[src/hw/adcc_pkg.sv]
// Package: register map, field layout, codes and carrier types of the converter control block
package adcc_pkg;
    // Bus view
    localparam int         ADDR_W        = 8;
    localparam int         BYTE_W        = 8;
    localparam int         RES_W         = 10;
    localparam int         TRANS_ACT_BIT = 1;
    localparam logic       HRESP_OKAY    = 1'b0;
    // Register byte addresses
    localparam logic [7:0] ADDR_CFG      = 8'h00;
    localparam logic [7:0] ADDR_SC2      = 8'h04;
    localparam logic [7:0] ADDR_SC1      = 8'h08;
    localparam logic [7:0] ADDR_RESH     = 8'h0C;
    localparam logic [7:0] ADDR_RESL     = 8'h10;
    localparam logic [7:0] ADDR_CVH      = 8'h14;
    localparam logic [7:0] ADDR_CVL      = 8'h18;
    localparam logic [7:0] ADDR_PCTL1    = 8'h1C;
    localparam logic [7:0] ADDR_PCTL2    = 8'h20;
    // Configuration fields
    localparam int         CFG_LP_BIT    = 7;
    localparam int         CFG_DIV_HI    = 6;
    localparam int         CFG_DIV_LO    = 5;
    localparam int         CFG_LS_BIT    = 4;
    localparam int         CFG_MODE_HI   = 3;
    localparam int         CFG_MODE_LO   = 2;
    localparam int         CFG_CLK_HI    = 1;
    localparam int         CFG_CLK_LO    = 0;
    // Trigger/compare control fields
    localparam int         SC2_TRG_BIT   = 6;
    localparam int         SC2_CFE_BIT   = 5;
    localparam int         SC2_CFGT_BIT  = 4;
    // Channel/complete control fields
    localparam int         SC1_IEN_BIT   = 6;
    localparam int         SC1_CONT_BIT  = 5;
    localparam int         SC1_CH_HI     = 4;
    localparam int         SC1_CH_LO     = 0;
    // Codes
    localparam logic [1:0] DIV_BY_ONE    = 2'h0;
    localparam logic [1:0] MODE_10BIT    = 2'h2;
    localparam logic [1:0] CLK_BUS       = 2'h0;
    localparam logic [1:0] CLK_BUS_HALF  = 2'h1;
    localparam logic [1:0] CLK_ALT       = 2'h2;
    localparam logic [1:0] CLK_ASYNC     = 2'h3;
    localparam logic [4:0] CH_INPUT_ONE  = 5'h01;
    localparam logic [4:0] CH_OFF        = 5'h1F;
    localparam logic [7:0] PIN_ONE_FREE  = 8'h02;
    // Reset values
    localparam logic [7:0] REG_RESET     = 8'h00;
    localparam logic [4:0] CH_RESET      = CH_OFF;
    localparam logic [9:0] RES_RESET     = 10'h000;

    typedef enum logic [1:0] {
        ADCC_IDLE = 2'b01,
        ADCC_CONV = 2'b10
    } adcc_state_t;

    typedef struct packed {
        logic [ADDR_W-1:0] addr;
        logic              write;
        logic              valid;
    } adcc_aphase_t;

    typedef struct packed {
        logic [4:0] channel;
        logic       long_sample;
        logic       low_power;
        logic       ten_bit;
    } adcc_analog_cfg_t;
endpackage

[src/hw/adcc_top.sv]
// Converter control: AHB-Lite registers, compare, sequencing and low-power behaviour
`timescale 1ns/1ps

// Three-stage synchroniser; output moves only when stages two and three agree
module adcc_sync3 (
    input  wire logic hclk,
    input  wire logic hresetn,
    input  wire logic din,
    output logic      dout
);
    logic s1;
    logic s2;
    logic s3;

    // First stage is read by the second only
    always_ff @(posedge hclk or negedge hresetn) begin
        if (!hresetn) begin
            s1   <= 1'b0;
            s2   <= 1'b0;
            s3   <= 1'b0;
            dout <= 1'b0;
        end else begin
            s1 <= din;
            s2 <= s1;
            s3 <= s2;
            if (s2 == s3) begin
                dout <= s3;
            end
        end
    end
endmodule

module adcc_top
    import adcc_pkg::*;
(
    input  wire logic             hclk,
    input  wire logic             hresetn,
    input  wire logic             hsel,
    input  wire logic [31:0]      haddr,
    input  wire logic [1:0]       htrans,
    input  wire logic             hwrite,
    input  wire logic [2:0]       hsize,
    input  wire logic [31:0]      hwdata,
    input  wire logic             hready,
    output logic                  hreadyout,
    output logic                  hresp,
    output logic [31:0]           hrdata,
    input  wire logic             wait_mode,
    input  wire logic             stop3_mode,
    input  wire logic             stop12_mode,
    input  wire logic             hw_trigger_input,
    input  wire logic             alternate_clock,
    input  wire logic             async_conv_clock,
    input  wire logic             conv_done,
    input  wire logic [RES_W-1:0] conv_data,
    output logic                  conv_start,
    output logic                  conv_abort,
    output logic                  adck_tick,
    output logic                  async_clk_enable,
    output adcc_analog_cfg_t      analog_cfg,
    output logic                  conv_irq,
    output logic                  wake_req,
    output logic [15:0]           pin_digital_disable
);
    adcc_state_t      state;
    adcc_state_t      next_state;
    adcc_aphase_t     aph;
    adcc_aphase_t     next_aph;
    logic [7:0]       cfg;
    logic             hw_trg_sel;
    logic             cmp_en;
    logic             cmp_gt;
    logic             irq_en;
    logic             cont_sel;
    logic [4:0]       chan;
    logic             flag;
    logic             blocked;
    logic [RES_W-1:0] result;
    logic [1:0]       cv_high;
    logic [7:0]       cv_low;
    logic [7:0]       pin_ctl1;
    logic [7:0]       pin_ctl2;
    logic             rd_wait;
    logic [7:0]       rd_mux;
    logic             stop3_q;
    logic             trg_lvl;
    logic             trg_prev;
    logic             alt_lvl;
    logic             alt_prev;
    logic             ack_lvl;
    logic             ack_prev;
    logic             half;
    logic [2:0]       div_cnt;

    // Bus decode
    wire              accept     = hsel & htrans[TRANS_ACT_BIT] & hready;
    wire              wr_fire    = aph.valid & aph.write & hready;
    wire [7:0]        wdat       = hwdata[BYTE_W-1:0];
    wire              wr_cfg     = wr_fire & (aph.addr == ADDR_CFG);
    wire              wr_sc2     = wr_fire & (aph.addr == ADDR_SC2);
    wire              wr_sc1     = wr_fire & (aph.addr == ADDR_SC1);
    wire              wr_cvh     = wr_fire & (aph.addr == ADDR_CVH);
    wire              wr_cvl     = wr_fire & (aph.addr == ADDR_CVL);
    wire              wr_pctl1   = wr_fire & (aph.addr == ADDR_PCTL1);
    wire              wr_pctl2   = wr_fire & (aph.addr == ADDR_PCTL2);
    wire              rd_resh    = rd_wait & (aph.addr == ADDR_RESH);
    wire              rd_resl    = rd_wait & (aph.addr == ADDR_RESL);

    // Configuration fields
    wire              ten_bit    = cfg[CFG_MODE_HI:CFG_MODE_LO] == MODE_10BIT;
    wire [1:0]        clk_src    = cfg[CFG_CLK_HI:CFG_CLK_LO];
    wire [1:0]        clk_div    = cfg[CFG_DIV_HI:CFG_DIV_LO];
    wire              async_sel  = clk_src == CLK_ASYNC;

    // Low-power handling; wait mode deliberately gates nothing
    wire              frozen     = (stop3_mode & ~async_sel) | stop12_mode;
    wire              lp_abort   = stop3_mode & ~stop3_q & ~async_sel;
    wire              mode_abort = wr_sc2 | wr_cfg | wr_cvh | wr_cvl;
    wire              any_abort  = mode_abort | wr_sc1 | lp_abort | stop12_mode;
    wire              busy       = state == ADCC_CONV;

    // Start sources; trigger edges are ignored while busy
    wire              trg_edge   = trg_lvl & ~trg_prev;
    wire              sw_start   = wr_sc1 & (wdat[SC1_CH_HI:SC1_CH_LO] != CH_OFF) & ~hw_trg_sel & ~frozen;
    wire              hw_start   = trg_edge & hw_trg_sel & ~busy & (chan != CH_OFF) & ~frozen & ~any_abort;

    // Compare arithmetic; 8-bit mode works on the low byte only
    wire [RES_W-1:0]  data_w     = ten_bit ? conv_data : RES_W'(conv_data[BYTE_W-1:0]);
    wire [RES_W-1:0]  cv_w       = ten_bit ? {cv_high, cv_low} : RES_W'(cv_low);
    wire [RES_W-1:0]  diff_full  = data_w + ~cv_w + RES_W'(1);
    wire [RES_W-1:0]  diff       = ten_bit ? diff_full : RES_W'(diff_full[BYTE_W-1:0]);
    wire              at_above   = data_w >= cv_w;
    wire              cond_met   = ~cmp_en | (cmp_gt ? at_above : ~at_above);

    // Completion; an abort in the same cycle discards the result
    wire              done_ok    = conv_done & busy & ~any_abort;
    wire              transfer   = done_ok & cond_met & ~blocked;
    wire              cmp_false  = cmp_en & ~cond_met;
    wire              restart    = done_ok & (cmp_false ? cont_sel : (blocked | cont_sel));

    // Flag and blocking updates; set wins over clear
    wire              flag_clr   = wr_sc1 | rd_resl;
    wire              next_flag  = transfer | (flag & ~flag_clr);
    wire              next_block = (rd_resh & ten_bit) | (blocked & ~rd_resl);

    // Conversion clock: source select and power-of-two divider
    wire              src_tick   = (clk_src == CLK_BUS)      ? 1'b1 :
                                   (clk_src == CLK_BUS_HALF) ? half :
                                   (clk_src == CLK_ALT)      ? (alt_lvl & ~alt_prev) :
                                                               (ack_lvl & ~ack_prev);
    wire [2:0]        div_lim    = 3'((4'h1 << clk_div) - 4'h1);
    wire              div_wrap   = (div_cnt & div_lim) == div_lim;

    assign next_aph  = '{addr: haddr[ADDR_W-1:0], write: hwrite, valid: accept};
    assign hreadyout = ~rd_wait;
    assign hresp     = HRESP_OKAY;

    // Handshakes to the analog core
    assign conv_start       = sw_start | hw_start | restart;
    assign conv_abort       = busy & any_abort;
    assign async_clk_enable = async_sel & busy;

    // Interrupt is a level from flag and enable; wake only in low-power modes
    assign conv_irq = flag & irq_en;
    assign wake_req = conv_irq & (wait_mode | stop3_mode);

    // Analog settings straight from the registers
    assign analog_cfg          = '{channel: chan, long_sample: cfg[CFG_LS_BIT], low_power: cfg[CFG_LP_BIT],
                                   ten_bit: ten_bit};
    assign pin_digital_disable = {pin_ctl2, pin_ctl1};

    // Pin synchronisers
    adcc_sync3 u_sync_trg (
        .hclk    (hclk),
        .hresetn (hresetn),
        .din     (hw_trigger_input),
        .dout    (trg_lvl)
    );

    adcc_sync3 u_sync_alt (
        .hclk    (hclk),
        .hresetn (hresetn),
        .din     (alternate_clock),
        .dout    (alt_lvl)
    );

    adcc_sync3 u_sync_ack (
        .hclk    (hclk),
        .hresetn (hresetn),
        .din     (async_conv_clock),
        .dout    (ack_lvl)
    );

    // Read mux
    always_comb begin
        rd_mux = REG_RESET;
        if (aph.addr == ADDR_CFG) begin
            rd_mux = cfg;
        end else if (aph.addr == ADDR_SC2) begin
            rd_mux = {busy, hw_trg_sel, cmp_en, cmp_gt, 4'h0};
        end else if (aph.addr == ADDR_SC1) begin
            rd_mux = {flag, irq_en, cont_sel, chan};
        end else if (aph.addr == ADDR_RESH) begin
            rd_mux = ten_bit ? {6'h00, result[RES_W-1:BYTE_W]} : REG_RESET;
        end else if (aph.addr == ADDR_RESL) begin
            rd_mux = result[BYTE_W-1:0];
        end else if (aph.addr == ADDR_CVH) begin
            rd_mux = {6'h00, cv_high};
        end else if (aph.addr == ADDR_CVL) begin
            rd_mux = cv_low;
        end else if (aph.addr == ADDR_PCTL1) begin
            rd_mux = pin_ctl1;
        end else if (aph.addr == ADDR_PCTL2) begin
            rd_mux = pin_ctl2;
        end
    end

    // Sequencer: abort beats completion, a software start beats abort
    always_comb begin
        next_state = state;
        case (state)
            ADCC_IDLE: begin
                if (sw_start | hw_start) begin
                    next_state = ADCC_CONV;
                end
            end
            ADCC_CONV: begin
                if (sw_start) begin
                    next_state = ADCC_CONV;
                end else if (any_abort) begin
                    next_state = ADCC_IDLE;
                end else if (done_ok & ~restart) begin
                    next_state = ADCC_IDLE;
                end
            end
            default: begin
                next_state = ADCC_IDLE;
            end
        endcase
    end

    // Bus phase tracking; reads take one wait state so writes land first
    always_ff @(posedge hclk or negedge hresetn) begin
        if (!hresetn) begin
            aph     <= '0;
            rd_wait <= 1'b0;
            hrdata  <= 32'h0000_0000;
        end else begin
            if (hready) begin
                aph <= next_aph;
            end
            rd_wait <= accept & ~hwrite;
            if (rd_wait) begin
                hrdata <= 32'(rd_mux);
            end
        end
    end

    // Configuration and control registers; stop1/stop2 reload reset values
    always_ff @(posedge hclk or negedge hresetn) begin
        if (!hresetn) begin
            cfg        <= REG_RESET;
            hw_trg_sel <= 1'b0;
            cmp_en     <= 1'b0;
            cmp_gt     <= 1'b0;
            irq_en     <= 1'b0;
            cont_sel   <= 1'b0;
            chan       <= CH_RESET;
        end else if (stop12_mode) begin
            cfg        <= REG_RESET;
            hw_trg_sel <= 1'b0;
            cmp_en     <= 1'b0;
            cmp_gt     <= 1'b0;
            irq_en     <= 1'b0;
            cont_sel   <= 1'b0;
            chan       <= CH_RESET;
        end else begin
            if (wr_cfg) begin
                cfg <= wdat;
            end
            if (wr_sc2) begin
                hw_trg_sel <= wdat[SC2_TRG_BIT];
                cmp_en     <= wdat[SC2_CFE_BIT];
                cmp_gt     <= wdat[SC2_CFGT_BIT];
            end
            if (wr_sc1) begin
                irq_en   <= wdat[SC1_IEN_BIT];
                cont_sel <= wdat[SC1_CONT_BIT];
                chan     <= wdat[SC1_CH_HI:SC1_CH_LO];
            end
        end
    end

    // Compare value and pin control registers
    always_ff @(posedge hclk or negedge hresetn) begin
        if (!hresetn) begin
            cv_high  <= 2'h0;
            cv_low   <= REG_RESET;
            pin_ctl1 <= REG_RESET;
            pin_ctl2 <= REG_RESET;
        end else if (stop12_mode) begin
            cv_high  <= 2'h0;
            cv_low   <= REG_RESET;
            pin_ctl1 <= REG_RESET;
            pin_ctl2 <= REG_RESET;
        end else begin
            if (wr_cvh) begin
                cv_high <= wdat[RES_W-BYTE_W-1:0];
            end
            if (wr_cvl) begin
                cv_low <= wdat;
            end
            if (wr_pctl1) begin
                pin_ctl1 <= wdat;
            end
            if (wr_pctl2) begin
                pin_ctl2 <= wdat;
            end
        end
    end

    // Result, flag and blocking; results survive aborts and stop3
    always_ff @(posedge hclk or negedge hresetn) begin
        if (!hresetn) begin
            result  <= RES_RESET;
            flag    <= 1'b0;
            blocked <= 1'b0;
        end else if (stop12_mode) begin
            result  <= RES_RESET;
            flag    <= 1'b0;
            blocked <= 1'b0;
        end else begin
            if (transfer) begin
                result <= cmp_en ? diff : data_w;
            end
            flag    <= next_flag;
            blocked <= next_block;
        end
    end

    // Sequencer state, mode edge and pin edge history
    always_ff @(posedge hclk or negedge hresetn) begin
        if (!hresetn) begin
            state    <= ADCC_IDLE;
            stop3_q  <= 1'b0;
            trg_prev <= 1'b0;
            alt_prev <= 1'b0;
            ack_prev <= 1'b0;
        end else begin
            state    <= next_state;
            stop3_q  <= stop3_mode;
            trg_prev <= trg_lvl;
            alt_prev <= alt_lvl;
            ack_prev <= ack_lvl;
        end
    end

    // Divider restarts in idle so each conversion started from idle sees a full first period
    always_ff @(posedge hclk or negedge hresetn) begin
        if (!hresetn) begin
            half      <= 1'b0;
            div_cnt   <= 3'h0;
            adck_tick <= 1'b0;
        end else begin
            half      <= ~half;
            adck_tick <= busy & src_tick & div_wrap;
            if (!busy) begin
                div_cnt <= 3'h0;
            end else if (src_tick) begin
                div_cnt <= div_cnt + 3'h1;
            end
        end
    end
endmodule

[config.mk]
export PLATFORM = sky130hd
export DESIGN_NAME = adcc_top
export DESIGN_NICKNAME = d
export VERILOG_FILES = /design/src/hw/adcc_pkg.sv /design/src/hw/adcc_top.sv
export SDC_FILE = /design/constraint.sdc
export NUM_CORES = 1
export LEC_CHECK = 0
export BUFFER_PORTS_ARGS = -buffer_cell sky130_fd_sc_hd__buf_4
export CORE_ASPECT_RATIO = 0.5
export CORE_UTILIZATION = 40
export CTS_CLUSTER_DIAMETER = 80
export DETAILED_ROUTE_END_ITERATION = 7
export GPL_ROUTABILITY_DRIVEN = 1
export GPL_TIMING_DRIVEN = 1
export SLEW_MARGIN = 5
export SYNTH_ARGS = -nofsm -noshare
export SYNTH_HDL_FRONTEND = slang
export SYNTH_SLANG_ARGS = --single-unit
[constraint.sdc]
create_clock -name hclk -period 6.1 [get_ports hclk]
set_input_delay 0.305 -clock hclk [delete_from_list [all_inputs] [get_ports hclk]]
set_output_delay 0.305 -clock hclk [all_outputs]
set_load 0.005 [all_outputs]
==> metrics <==
run status finished, violations left; failing checks DRC; Hold Fails Final Rpt 0; Max Fanout on Critical Path 9; drt wl/cell roughly 19 um; std cell rows 29; Crit. End Element primary output; grt ovf 0; vias in the first global route roughly 4300; Synth Instances about 570; H-Tree Level Count 3; WL final approximately 15000 um; unrepaired setup endpoints after global routing no; Synth area leaders dfrtp_1 (42%), nand2_1 (7.0%), mux2i_1 (4.4%); maximum vdd drop roughly 140 uV; area growth from synthesis to layout 16.8%; DR vias/cell roughly 5.6; ys flop type dfrtp_1; top cell type's share of synthesized area 0.425; Avg Inst Size Synth about 9.5 um2; f_max approximately 280 MHz; clk_lat worst skew approximately 0.35 ns; power density cells 246 nW/um2; largest area contributor in the netlist dfrtp_1; global-route wire length before repair around 24000 um; Fin Setup TNS 0 ns; Non-Filler Cell Area, Final between 6000 and 7000 um2; Nets around 740; Port Buf Inserts 77; CTS Root Cell clkbuf_16; Yosys warnings 0; leading cell types in the layout, fill and taps excluded nand2_1 (101), dfrtp_1 (92), buf_4 (79); total core area roughly 13000 um2; Slew @ Worst Pin 1.07 ns; placed standard-cell area between 5000 and 6000 um2; initial core utilization 0.419; gr usage total 0.227; n_diodes 0; CTS sink cnt 98; max_slew headroom 0.277; Final GP Congestion 0.888; Min-Delay Path Class in2reg; CP cell instances nor2b_1, and2_1, ha_1, nand4_1, a21oi_2, o41a_1, mux2i_4, o311ai_0, buf_4; post-synthesis sequential area ratio 0.454; most common cell after layout, fill and taps aside nand2_1; Clock transition at path regs about 0.070 ns; Seq. cell area about 2500 um2; Tcrit/Tclk final 0.581; Final Max Slew Viols 0; # setup viols final 0; MaxCap Viol Count 0; DRT Pass-1 Iters 8; pin count of the biggest net entering global routing 60; CTS resizes 0; post-route antenna net violation count 0; Final Critical Period 3.55 ns; drt drc 6; via count ~4500; clk_skew ~0.0070 ns; smallest setup slack after layout roughly 2.6 ns; pre-CTS setup slack ~2.9 ns; Worst EP required 5.79 ns; Leakage roughly 2.7 nW; post-CTS setup buffers 0; ys async rst share 1.00; initial antenna violation count 0; CP Class reg2out; Critical Path Source Type flop; detailed-placement wirelength estimate about 11000 um; CP max stage delay ~0.66 ns; arrival time at the worst endpoint around 3.2 ns; Post-synth EDFFs 0; post-synthesis cell type count 67; die extent in x roughly 170 um; DIE AREA between 10000 and 15000 um2; Fillers 1199; detailed router's first-iteration violation count a little over 400; layout cell share with drive strength beyond 1 0.198; CTS tree built; Multi-input gate area about 2600 um2; synthesized cell area 5420 um2; die height between 80 and 90 um; critical path's slowest cell nor2b_1; Num CTS Buffers 9; I/O Pins between 150 and 200; Max Buffers Root-to-Sink 2; Seq cells post-synth just under 100
## synthesized netlist by cell type, types with 6 or more instances
master	number
nand2_1	101
dfrtp_1	92
a21oi_1	46
nand3_1	42
buf_4	28
o21ai_0	25
mux2i_1	24
inv_1	21
clkbuf_1	17
nor2_1	16
ha_1	13
mux2_2	11
a221oi_1	10
and2_1	8
nor2b_1	7
a22oi_1	6
dfstp_2	6
xnor2_1	6
## critical path, delay by kind of cell (launching register included)
family | cells | cell delay [ns]
AOI/OAI and AO/OA | 3 | 0.76
DFF | 1 | 0.40
and+or+nand+nor | 3 | 1.03
buffers and inverters | 1 | 0.17
adders and majority gates | 1 | 0.29
muxes | 1 | 0.22
## logic make-up after synthesis
group / Yosys count / share of synthesized area
xor gates and xnor gates: 8 / 0.0129
AOI/OAI and AO/OA: 126 / 0.154
muxes: 36 / 0.0714
DFF: 98 / 0.454
buffers and inverters: 74 / 0.0757
other: 1 / 0.000692
adders and majority gates: 17 / 0.0393
and+or+nand+nor: 209 / 0.192
## routing by layer
| layer | vias to the layer above | track usage | share of wire |
|---|---|---|---|
| li1 | 2080 | - | - |
| met1 | 2253 | 0.332 | 0.49 |
| met2 | 171 | 0.336 | 0.43 |
| met3 | 17 | 0.0500 | 0.066 |
| met4 | 0 | 0.0614 | 0.014 |
| met5 | - | 0 | 0 |
## layout make-up
cell class | instances | share of cell area
multi-input combinational | 421 | 0.417
sequential | 98 | 0.389
timing repair buffer | 80 | 0.0953
clock buffer | 10 | 0.0378
tap | 170 | 0.0336
clock inverter | 6 | 0.0152
inverter | 21 | 0.0125
## repair_timing
item                                   CTS  global route
endpoints found under the hold margin   38             0
setup endpoints to repair                0             0
hold buffers                             1             0
## state kept, by name, indices dropped and copies added (netlist names), 2 cells and up
register / cells
pin_ctl2: 8
cfg: 8
cv_low: 8
aph: 10
chan: 5
cv_high: 2
hrdata: 8
div_cnt: 3
state: 2
pin_ctl1: 8
result: 10
## report_power, final
part	switching [mW]	leakage (nW)	internal [mW]	total (mW)
registers	0.0365	1.28	0.683	0.720
clock network	0.270	0.162	0.377	0.646
logic	0.107	1.26	0.0833	0.190
## path summary, 6_finish.rpt
path                                   from             to  slack [ns]  depth (start not counted)
max                                  cfg[2]     conv_start        2.55                          9
min                        async_conv_clock  u_sync_ack.s1        0.05                          1
max reg2reg                          cfg[2]      result[3]        2.83                         10
min reg2reg                   u_sync_trg.s1  u_sync_trg.s2        0.35                          0
max in group asynchronous           hresetn      result[5]        4.48                          3
min in group asynchronous           hresetn       alt_prev        0.46                          2
## metrics by stage
stage | power, mW | instances | hold WS, ns | utilization
after floorplan | 0.846 | 593 | 0.00941 | -
after global placement | 0.917 | 789 | 0.309 | 0.463
after detailed placement | 0.921 | 789 | 0.311 | 0.463
after CTS | 1.56 | 806 | 0.0491 | 0.490
after global routing | 1.61 | 806 | 0.0465 | 0.490
final | 1.56 | 806 | 0.0543 | 0.490
Note: power is estimated with default switching activity, not from simulation.
